File: src/shared/exec_pkg.sv
// Constants, types and decode helpers for the file-operation and branch execution block
`default_nettype none

package exec_pkg;

   localparam int INSTR_W  = 12;
   localparam int ACC_W    = 8;
   localparam int PC_W     = 11;
   localparam int FADDR_W  = 5;
   localparam int FDEPTH   = 32;
   localparam int LIT_W    = 8;
   localparam int BR_W     = 9;
   localparam int PAGE_W   = 2;

   // Field positions
   localparam int DEST_BIT = 5;

   // Reset values
   localparam logic [ACC_W-1:0] ACC_RESET  = 8'h00;
   localparam logic [PC_W-1:0]  PC_RESET   = 11'h000;
   localparam logic             ZERO_RESET = 1'b0;

   // Counter steps
   localparam logic [PC_W-1:0]  PC_STEP    = 11'h001;
   localparam logic [PC_W-1:0]  PC_SKIP    = 11'h002;
   localparam logic [ACC_W-1:0] INC_STEP   = 8'h01;

   // Instruction timing, clocks from capture to completion
   localparam int OP_CLKS       = 3;
   localparam int OP_EXTRA_CLKS = 1;

   // Opcode masks and match values
   localparam logic [INSTR_W-1:0] MASK_FD   = 12'hfc0;
   localparam logic [INSTR_W-1:0] MASK_F    = 12'hfe0;
   localparam logic [INSTR_W-1:0] MASK_BR   = 12'he00;
   localparam logic [INSTR_W-1:0] MASK_LIT  = 12'hf00;
   localparam logic [INSTR_W-1:0] CODE_INC  = 12'h280;
   localparam logic [INSTR_W-1:0] CODE_INCS = 12'h3c0;
   localparam logic [INSTR_W-1:0] CODE_BR   = 12'ha00;
   localparam logic [INSTR_W-1:0] CODE_ORL  = 12'hd00;
   localparam logic [INSTR_W-1:0] CODE_ORF  = 12'h100;
   localparam logic [INSTR_W-1:0] CODE_STW  = 12'h020;
   localparam logic [INSTR_W-1:0] CODE_MOVE_FILE = 12'h200;

   typedef enum logic [2:0] {
      OP_NONE,
      OP_INCREMENT_FILE,
      OP_INCREMENT_FILE_SKIP_ZERO,
      OP_UNCONDITIONAL_BRANCH,
      OP_OR_LITERAL_TO_ACCUMULATOR,
      OP_OR_ACCUMULATOR_WITH_FILE,
      OP_STORE_ACCUMULATOR_TO_FILE,
      OP_MOVE_FILE
   } op_t;

   function automatic op_t decode_op(input logic [INSTR_W-1:0] instr);
      op_t op;
      op = OP_NONE;
      if ((instr & MASK_FD) == CODE_INC)
         op = OP_INCREMENT_FILE;
      else if ((instr & MASK_FD) == CODE_INCS)
         op = OP_INCREMENT_FILE_SKIP_ZERO;
      else if ((instr & MASK_BR) == CODE_BR)
         op = OP_UNCONDITIONAL_BRANCH;
      else if ((instr & MASK_LIT) == CODE_ORL)
         op = OP_OR_LITERAL_TO_ACCUMULATOR;
      else if ((instr & MASK_FD) == CODE_ORF)
         op = OP_OR_ACCUMULATOR_WITH_FILE;
      else if ((instr & MASK_F) == CODE_STW)
         op = OP_STORE_ACCUMULATOR_TO_FILE;
      else if ((instr & MASK_FD) == CODE_MOVE_FILE)
         op = OP_MOVE_FILE;
      return op;
   endfunction

   function automatic logic [FADDR_W-1:0] file_addr(input logic [INSTR_W-1:0] instr);
      return instr[FADDR_W-1:0];
   endfunction

endpackage

`default_nettype wire

File: src/shared/file_port_if.sv
// Port between the execution core and its file register memory
`default_nettype none

interface file_port_if
   import exec_pkg::*;
   ();
   logic [FADDR_W-1:0] addr;
   logic               we;
   logic [ACC_W-1:0]   wdata;
   logic [ACC_W-1:0]   rdata;
   logic [FADDR_W-1:0] peek_addr;
   logic [ACC_W-1:0]   peek_data;

   modport core (
      output addr,
      output we,
      output wdata,
      output peek_addr,
      input  rdata,
      input  peek_data
   );

   modport mem (
      input  addr,
      input  we,
      input  wdata,
      input  peek_addr,
      output rdata,
      output peek_data
   );
endinterface

`default_nettype wire

File: src/design/file_regs.sv
// File register memory, 32 bytes, registered read ports
`default_nettype none

module file_regs
   import exec_pkg::*;
(
   // Clock and reset
   input  wire logic   clk_i,
   input  wire logic   reset_n_i,
   // Core side
   file_port_if.mem    port
);

   logic [ACC_W-1:0] regs [FDEPTH];

   // Storage
   always_ff @(posedge clk_i or negedge reset_n_i)
   begin
      if (!reset_n_i)
      begin
         for (int i = 0; i < FDEPTH; i++)
            regs[i] <= ACC_RESET;
      end
      else if (port.we)
      begin
         regs[port.addr] <= port.wdata;
      end
   end

   // Registered reads
   always_ff @(posedge clk_i or negedge reset_n_i)
   begin
      if (!reset_n_i)
      begin
         port.rdata     <= ACC_RESET;
         port.peek_data <= ACC_RESET;
      end
      else
      begin
         port.rdata     <= regs[port.addr];
         port.peek_data <= regs[port.peek_addr];
      end
   end

endmodule

`default_nettype wire

File: src/design/file_op_branch_exec.sv
// Execution core for increment, branch, OR and move operations
`default_nettype none

module file_op_branch_exec
   import exec_pkg::*;
(
   // Clock and reset
   input  wire logic               clk_i,
   input  wire logic               reset_n_i,
   // Instruction in
   input  wire logic [INSTR_W-1:0] instr_i,
   input  wire logic               instr_valid_i,
   input  wire logic [PAGE_W-1:0]  status_page_i,
   // File register observation
   input  wire logic [FADDR_W-1:0] peek_addr_i,
   output var  logic [ACC_W-1:0]   peek_data_o,
   // Status out
   output logic                    ready_o,
   output logic                    done_o,
   output logic                    skip_o,
   output logic                    zero_o,
   output logic [ACC_W-1:0]        acc_o,
   output logic [PC_W-1:0]         pc_o
);

   typedef enum logic [1:0] {
      ST_IDLE,
      ST_READ,
      ST_EXEC,
      ST_FLUSH
   } state_t;

   state_t             state;
   state_t             next_state;
   logic [INSTR_W-1:0] instr;
   logic [PAGE_W-1:0]  page;
   op_t                op;
   logic               dest_file;
   logic [ACC_W-1:0]   next_result;
   logic               write_acc;
   logic               write_file;
   logic               update_zero;
   logic               skip_hit;
   logic               two_cycle;

   file_port_if fport ();

   file_regs u_file_regs (
      .clk_i     (clk_i),
      .reset_n_i (reset_n_i),
      .port      (fport.mem)
   );

   assign op              = decode_op(instr);
   assign dest_file       = instr[DEST_BIT];
   assign fport.addr      = file_addr(instr);
   assign fport.peek_addr = peek_addr_i;
   assign fport.we        = (state == ST_EXEC) && write_file;
   assign fport.wdata     = next_result;
   assign peek_data_o     = fport.peek_data;

   // Operation datapath
   always_comb
   begin
      next_result = ACC_RESET;
      write_acc   = 1'b0;
      write_file  = 1'b0;
      update_zero = 1'b0;
      skip_hit    = 1'b0;
      two_cycle   = 1'b0;
      case (op)
         OP_INCREMENT_FILE:
         begin
            next_result = fport.rdata + INC_STEP;
            write_acc   = !dest_file;
            write_file  = dest_file;
            update_zero = 1'b1;
         end
         OP_INCREMENT_FILE_SKIP_ZERO:
         begin
            next_result = fport.rdata + INC_STEP;
            write_acc   = !dest_file;
            write_file  = dest_file;
            skip_hit    = (next_result == ACC_RESET);
            two_cycle   = skip_hit;
         end
         OP_UNCONDITIONAL_BRANCH:
         begin
            two_cycle = 1'b1;
         end
         OP_OR_LITERAL_TO_ACCUMULATOR:
         begin
            next_result = acc_o | instr[LIT_W-1:0];
            write_acc   = 1'b1;
            update_zero = 1'b1;
         end
         OP_OR_ACCUMULATOR_WITH_FILE:
         begin
            next_result = acc_o | fport.rdata;
            write_acc   = !dest_file;
            write_file  = dest_file;
            update_zero = 1'b1;
         end
         OP_STORE_ACCUMULATOR_TO_FILE:
         begin
            next_result = acc_o;
            write_file  = 1'b1;
         end
         OP_MOVE_FILE:
         begin
            next_result = fport.rdata;
            write_acc   = !dest_file;
            write_file  = dest_file;
            update_zero = 1'b1;
         end
         default:
         begin
            next_result = ACC_RESET;
         end
      endcase
   end

   // Sequencing
   always_comb
   begin
      next_state = state;
      case (state)
         ST_IDLE:  if (instr_valid_i) next_state = ST_READ;
         ST_READ:  next_state = ST_EXEC;
         ST_EXEC:  next_state = two_cycle ? ST_FLUSH : ST_IDLE;
         ST_FLUSH: next_state = ST_IDLE;
         default:  next_state = ST_IDLE;
      endcase
   end

   always_ff @(posedge clk_i or negedge reset_n_i)
   begin
      if (!reset_n_i)
         state <= ST_IDLE;
      else
         state <= next_state;
   end

   // Instruction capture
   always_ff @(posedge clk_i or negedge reset_n_i)
   begin
      if (!reset_n_i)
      begin
         instr <= '0;
         page  <= '0;
      end
      else if (state == ST_IDLE && instr_valid_i)
      begin
         instr <= instr_i;
         page  <= status_page_i;
      end
   end

   // Handshake outputs
   always_ff @(posedge clk_i or negedge reset_n_i)
   begin
      if (!reset_n_i)
      begin
         ready_o <= 1'b1;
         done_o  <= 1'b0;
         skip_o  <= 1'b0;
      end
      else
      begin
         ready_o <= (next_state == ST_IDLE);
         done_o  <= (state != ST_IDLE) && (next_state == ST_IDLE);
         skip_o  <= (state == ST_FLUSH) && (op == OP_INCREMENT_FILE_SKIP_ZERO);
      end
   end

   // Accumulator and zero flag
   always_ff @(posedge clk_i or negedge reset_n_i)
   begin
      if (!reset_n_i)
      begin
         acc_o  <= ACC_RESET;
         zero_o <= ZERO_RESET;
      end
      else if (state == ST_EXEC)
      begin
         if (write_acc)
            acc_o <= next_result;
         if (update_zero)
            zero_o <= (next_result == ACC_RESET);
      end
   end

   // Program counter
   always_ff @(posedge clk_i or negedge reset_n_i)
   begin
      if (!reset_n_i)
         pc_o <= PC_RESET;
      else if (state == ST_EXEC)
      begin
         if (op == OP_UNCONDITIONAL_BRANCH)
            pc_o <= {page, instr[BR_W-1:0]};
         else if (skip_hit)
            pc_o <= pc_o + PC_SKIP;
         else
            pc_o <= pc_o + PC_STEP;
      end
   end
endmodule

`default_nettype wire

File: config.mk
export PLATFORM = sky130hd
export DESIGN_NAME = file_op_branch_exec
export DESIGN_NICKNAME = d
export VERILOG_FILES = /design/src/shared/exec_pkg.sv /design/src/shared/file_port_if.sv /design/src/design/file_regs.sv /design/src/design/file_op_branch_exec.sv
export SDC_FILE = /design/constraint.sdc
export NUM_CORES = 1
export LEC_CHECK = 0
export BUFFER_PORTS_ARGS = -buffer_cell sky130_fd_sc_hd__buf_2
export CAP_MARGIN = 20
export CORE_UTILIZATION = 40
export DETAILED_ROUTE_END_ITERATION = 12
export REMOVE_ABC_BUFFERS = 1
export SYNTH_ARGS = -nofsm -noshare
export SYNTH_HDL_FRONTEND = slang
export SYNTH_SLANG_ARGS = --single-unit
File: constraint.sdc
create_clock -name clk_i -period 2.7 [get_ports clk_i]
set_input_delay 0.54 -clock clk_i [delete_from_list [all_inputs] [get_ports clk_i]]
set_output_delay 0.54 -clock clk_i [all_outputs]
set_load 0.02 [all_outputs]
-- Yosys cells after proc, flatten, opt, wreduce, memory -nomap -nowiden
Index checks and enable logic that the tools add are counted.
- register bits after elaboration: 311
- word-level logic and storage cells: 113
- add/sub/neg operators: 3
- $lt $le $gt $ge: 3
- eq/ne operators: 17
- mux-type cells: 27
- bitwise operators: 4
- reductions and logical operators: 16
- operators with widths (cell ; count):
    $bwmux W256 ; 1
    $bmux W8 S5 ; 2
    $demux W8 S5 ; 1
    $mux W8 ; 5
    $pmux W8 S5 ; 1
    $mux W11 ; 2
    $mux W3 ; 7
    $eq A6 B4 Y1 const B ; 3
    $logic_not A8 Y1 ; 2
    $or A8 B8 Y8 ; 2
    $eq A3 B3 Y1 const B ; 5
    $ge A6 B6 Y1 const B ; 2
    $not A5 Y6 ; 2
    $add A11 B1 Y11 const B ; 1
    $add A11 B2 Y11 const B ; 1
    $add A8 B1 Y8 const B ; 1
    $pmux W2 S4 ; 1
    $reduce_or A4 Y1 ; 2
    $eq A7 B1 Y1 const B ; 1
    $eq A3 B2 Y1 const B ; 2
    $eq A6 B3 Y1 const B ; 1
    $lt A6 B1 Y1 const B ; 1
    $pmux W1 S2 ; 3
    $logic_and A1 B1 Y1 ; 5
    other kinds (11) ; 16

-- Longest topological paths before layout
- depth in word-level cells: 14
- depth in mapped cells: 10
- mapped depth without buffers: 8

-- Cells and area by module
A second synthesis with hierarchy kept.
- cell total of the unflattened synthesis: 1093
- area, all modules: 16355.7 µm²
- by module, submodules not included (module ; instances ; cells each ; area each (µm²) ; seq. area each (µm²)):
    file_regs ; 1 ; 841 ; 13927.1 ; 6806.5
    file_op_branch_exec ; 1 ; 252 ; 2428.6 ; 977.2

-- Least setup slack after synthesis
Ideal clock, no wire load.
- path type: input -> register
- start point: in peek_addr_i[0]
- end point: reg u_file_regs.port.peek_data[0]
- arrival: 2554 ps
- required time: 2575 ps
- slack: 21 ps
- stages: 5
- path buffers: 2
- cell sequence: buf_2 > buf_1 > mux4_2 > mux4_2 > mux2_2
- cells in the longest elaborated chain, start to end: 4
- ends and longest elaborated chain (element ; RTL line ; text):
    from (decl) ; file_op_branch_exec.sv:15 ; input wire logic [FADDR_W-1:0] peek_addr_i,
    $not A5 Y6 (implied by the code) ; file_regs.sv:41 ; port.peek_data <= regs[port.peek_addr];
    $bmux W8 S5 ; file_regs.sv:41 ;
    $mux W8 (implied by the code) (2 in series) ; file_regs.sv:41 ;
    to (signal assigned) ; file_regs.sv:41 ;
    to (decl) ; file_port_if.sv:29 ; output peek_data
No other way between the ends. The select of a mux whose other input is x is not followed.
A chain may end at the register's enable or synchronous reset.

-- Worst setup path after layout
- start point: reg instr[10]
- end point: reg u_file_regs.regs[137] in the netlist's numbering
- cells in the longest elaborated chain, start to end: 12
- elaborated cells on any way between the ends: 26
- those cells by class: 13 x eq/ne; 10 x mux; 3 x reduce/logical
- ends and longest elaborated chain (element ; RTL line ; text):
    from (decl) ; file_op_branch_exec.sv:35 ; logic [INSTR_W-1:0] instr;
    from (signal assigned) ; file_op_branch_exec.sv:154 ; instr <= instr_i;
    $eq A6 B4 Y1 ; exec_pkg.sv:71 ; else if ((instr & MASK_FD) == CODE_MOVE_FILE)
    $mux W3 ; exec_pkg.sv:71 ;
    $mux W3 ; exec_pkg.sv:69 ; else if ((instr & MASK_F) == CODE_STW)
    $mux W3 ; exec_pkg.sv:67 ; else if ((instr & MASK_FD) == CODE_ORF)
    $mux W3 ; exec_pkg.sv:65 ; else if ((instr & MASK_LIT) == CODE_ORL)
    $mux W3 ; exec_pkg.sv:63 ; else if ((instr & MASK_BR) == CODE_BR)
    $mux W3 ; exec_pkg.sv:61 ; else if ((instr & MASK_FD) == CODE_INCS)
    $mux W3 * ; exec_pkg.sv:59 ; if ((instr & MASK_FD) == CODE_INC)
    $eq A3 B2 Y1 (tied with other cells) ; file_op_branch_exec.sv:71 ; case (op)
    $reduce_or A2 Y1 (no line) / $reduce_or A4 Y1 (equally long branches) ; - ;
    $pmux W8 S5 / $pmux W1 S2 (equally long branches) ; file_op_branch_exec.sv:71 ;
    $bwmux W256 / $logic_and A1 B1 Y1 (equally long branches) ; file_regs.sv:26, file_op_branch_exec.sv:58 ;
    to (signal, indexed assignment) ; file_regs.sv:26 ; regs[port.addr] <= port.wdata;
    to (decl) ; file_regs.sv:14 ; logic [ACC_W-1:0] regs [FDEPTH];
Mark *: on every way between the ends. The rest lies on a longest branch, timed or not.

==> impl.org <==
** Run status
- Outcome :: completed

** Logic synthesis
- Yosys warns :: 0
- The synthesized design contains 311 register bits.
- Mean post-synth cell area :: 12.3 sq um
- Share of async-settable or async-resettable flops after synthesis :: 100%
- After technology mapping, the gate count stands at 1301.
- Most instantiated cells after synthesis :: dfrtp_1 (310), nand2_1 (167), mux4_2 (144), o21ai_0 (125), mux2_2 (111)
- The share of the Yosys chip area taken by registers is 48.6%.
- Post-synthesis cell type with the largest combined area :: dfrtp_1
- Cell variety after synth :: 67
- Sorting the synthesized cells by area gives the leading types as dfrtp_1 (48%), mux4_2 (20%), mux2_2 (7.8%).
- The synthesized design devotes to its leading area cell type 48.4% of total area.
- Number of enable-type register cells in the synthesized netlist :: 0
- For this run, the leading register cell type out of synthesis is dfrtp_1.
- In this run the cell area of the synthesized design comes to 16000 sq um.
- Most repeated cell in the gate-level netlist after synthesis :: dfrtp_1

** Finish
- The filler cells instantiated in the layout total 3528.
- Share of post-route cells with drive strength above 1 :: 34.6%
- Post-layout net count :: 1397
- Relative area change from synthesis to final layout :: 15.7%
- Total non-filler cell area in the finished layout :: 18500 sq um
- Area taken by flip-flops and latches :: 7790 sq um
- Area taken by multi-input logic gates :: 7840 sq um

** Worst setup path
- Chain of cells forming the critical path :: nor2_1 > o2111ai_1 > a31oi_4 > nand2_1 > nor2_1 > buf_4 > nand2_1 > mux2_2
- Largest stage delay, worst path :: 0.46 ns
- The worst setup path is captured at a register.
- CP startpoint kind :: register
- The number of cells on the worst reg-to-reg path is 8.
- Slowest CP cell :: dfrtp_1
- WP depth :: 8
- Worst endpoint required time :: 3.12 ns
- Critical Path Fanout Max :: 9
- The number of buffers and inverters on the critical path is 1.
- The critical path is of the reg2reg type.
- At the worst endpoint, the arrival time is 2.96 ns.
- Gate family responsible for the most delay along the worst path :: simple AND/OR/NAND/NOR gates

** Global routing
- Number of antenna violations at the first check in global routing :: 2
- Via count of the first global-routing pass :: 11500
- For this run the aggregate overflow at the end of global routing stands at 0.
- The first global-routing pass estimated 72700 um of wire.
- Tot GR Track Use :: 23.6%
- Largest net degree at the start of global routing :: 74

** Worst hold path
- Cell depth of the worst hold path :: 2
- The tightest min-delay check is of the in2reg type.

** Pwr
- In this run the power density over the cells is 764 nW/um^2.
- Maximum vdd drop :: 472 uV
- In this run the static leakage power is 0.00807 uW.

** Die
- During I/O placement, the number of pins put on the boundary was 53.
- In this run the core area contains 72 standard-cell rows.
- The die covers 40800 sq um.
- Measured along the y axis, the die boundary spans 202 um.
- Initial core utilization :: 41.0%
- Placeable Area :: 39100 sq um
- In this run the horizontal extent of the chip is 202 um.

** CTS
- The clock passes through at most 3 buffers.
- Clock-pin slew was measured on the worst setup and hold paths at 0.06 ns.
- Clock network latency to the later pin of the worst-skew pair :: 0.53 ns
- Clock Sink Count :: 311
- Clock tree synthesis selected as its root buffer the cell clkbuf_16.
- In this run the number of H-tree levels came out at 2.
- Clock tree from TritonCTS :: done
- Number of clock buffers inserted by TritonCTS :: 35

** Place
- Count of buffers from port buffering :: 52
- Routability cong. :: 0.890
- Summing all placed instances gives a cell area of 17400 sq um.
- The HPWL after detailed placement is 32600 um.
- Prior to clock tree synthesis, the placed netlist has a worst setup slack of 0.0992 ns.

** Timing
- At the pin with the least slew margin, the transition time is 0.758 ns.
- Final number of max-transition violations :: 0
- Headroom to the max-slew limit came out at 49.5%.
- Setup violations remaining at the end of the flow were counted as 0.
- Tcrit/Tclk final :: 94.3%
- Achievable frequency :: 393 MHz
- Minimum period implied by the final worst setup slack :: 2.55 ns
- Across the routed clock network, the largest skew measured is 0.0198 ns.
- Final Hold Fails :: 0
- Final WS setup :: 0.153 ns
- Setup repair after global routing could not meet its margin everywhere.

** Drt
- DRT Pass-1 Iters :: 7
- Routed vias :: 11500
- For this run, design rule violations remaining after detail routing come to 0.
- After detailed routing, the average wire length per cell comes to 24.5 um.
- Via/cell ratio :: 6.01
- The first routing iteration left 1016 violations.
- The count of nets left with antenna violations once routing finished came out at 0.
- WL final :: 46900 um

** Run
- Max_cap viols :: 0
## cells in the final DEF (no fill, tap or decap), types with 5 or more instances in the layout
cell type  count
dfrtp_1      307
nand2_1      163
mux4_2       144
o21ai_0      125
mux2_2       111
buf_4         78
nor2_1        76
a21oi_1       67
buf_2         50
clkbuf_16     36
a22oi_1       35
o21ai_1       13
buf_12        13
nand4_1       10
nor3_1         9
and3_1         9
nand3_1        9
clkbuf_1       9
xnor2_1        6
a311oi_1       6
clkinv_2       5
clkbuf_8       5
## per-stage QoR
stage          hold WS, ns  TNS, ns  utilization [%]  cells  total power, uW
2_1_floorplan        0.244  -328.87                -   1191             7670
3_3_place_gp         0.467        0             44.4   1851             9370
3_5_place_dp         0.478        0             44.4   1851             9440
4_1_cts              0.230        0             47.3   1912            14200
5_1_grt              0.248  -0.0166             47.4   1912            14800
6_report             0.248        0             47.4   1913            14200
## state kept, by name, summed over array words and instances, names as in the netlist
name                        cells
page                            2
u_file_regs.port.peek_data      8
instr                          12
u_file_regs.port.rdata          8
state                           2
skip_o                          1
acc_o                           8
ready_o                         1
u_file_regs.regs              256
done_o                          1
pc_o                           11
zero_o                          1
## power by group
group	switching, uW	internal, uW	total [uW]
Sequential	734	5040	5780
Combinational	2120	1520	3640
Clock	1970	2780	4760
Total	4820	9340	14200
## routing by layer
| metal | share of wire (%) | global-route usage (%) | vias to the layer above |
|---|---|---|---|
| li1 | - | - | 5020 |
| met1 | 44 | 33.9 | 5926 |
| met2 | 46 | 36.5 | 459 |
| met3 | 7.5 | 4.80 | 83 |
| met4 | 2.3 | 6.34 | 2 |
| met5 | 0.030 | 0 | - |
## area by class of cell
class | count | share of cell area [%]
antenna | 1 | 0.0135
inverter | 4 | 0.0810
sequential | 311 | 42.0
tap | 518 | 3.50
clock buffer | 50 | 5.41
clock inverter | 10 | 0.641
timing repair buffer | 143 | 6.05
multi-input combinational | 876 | 42.3
## cell families after synthesis
family,Yosys count,share of synthesized area (%)
XOR/XNOR,8,0.437
adder cells (fa/ha/maj),4,0.312
AND/OR/NAND/NOR,324,9.23
flip-flops,311,48.6
buffers and inverters,114,2.95
AO/OA/AOI/OAI,281,10.2
multiplexers,259,28.3
## repair_timing
action | 4_1_cts | 5_1_grt
hold buffers | 1 | 0
setup buffers | 0 | 0
resized for setup | 0 | 11
hold endpoints to repair | 18 | 0
setup endpoints to repair | 0 | 119
## final timing paths
| path | from | end | slack (ns) |
|---|---|---|---|
| min | instr_i[0] | instr[0] | 0.25 |
| min in group asynchronous | reset_n_i | pc_o[0] | 0.57 |
| max in group asynchronous | reset_n_i | u_file_regs.regs[225] | 1.29 |
| min reg2reg | zero_o | zero_o | 0.49 |
| max reg2reg | instr[10] | u_file_regs.regs[137] | 0.15 |
| max | instr[10] | u_file_regs.regs[137] | 0.15 |
No activity file was read; power rests on OpenSTA's default activity.
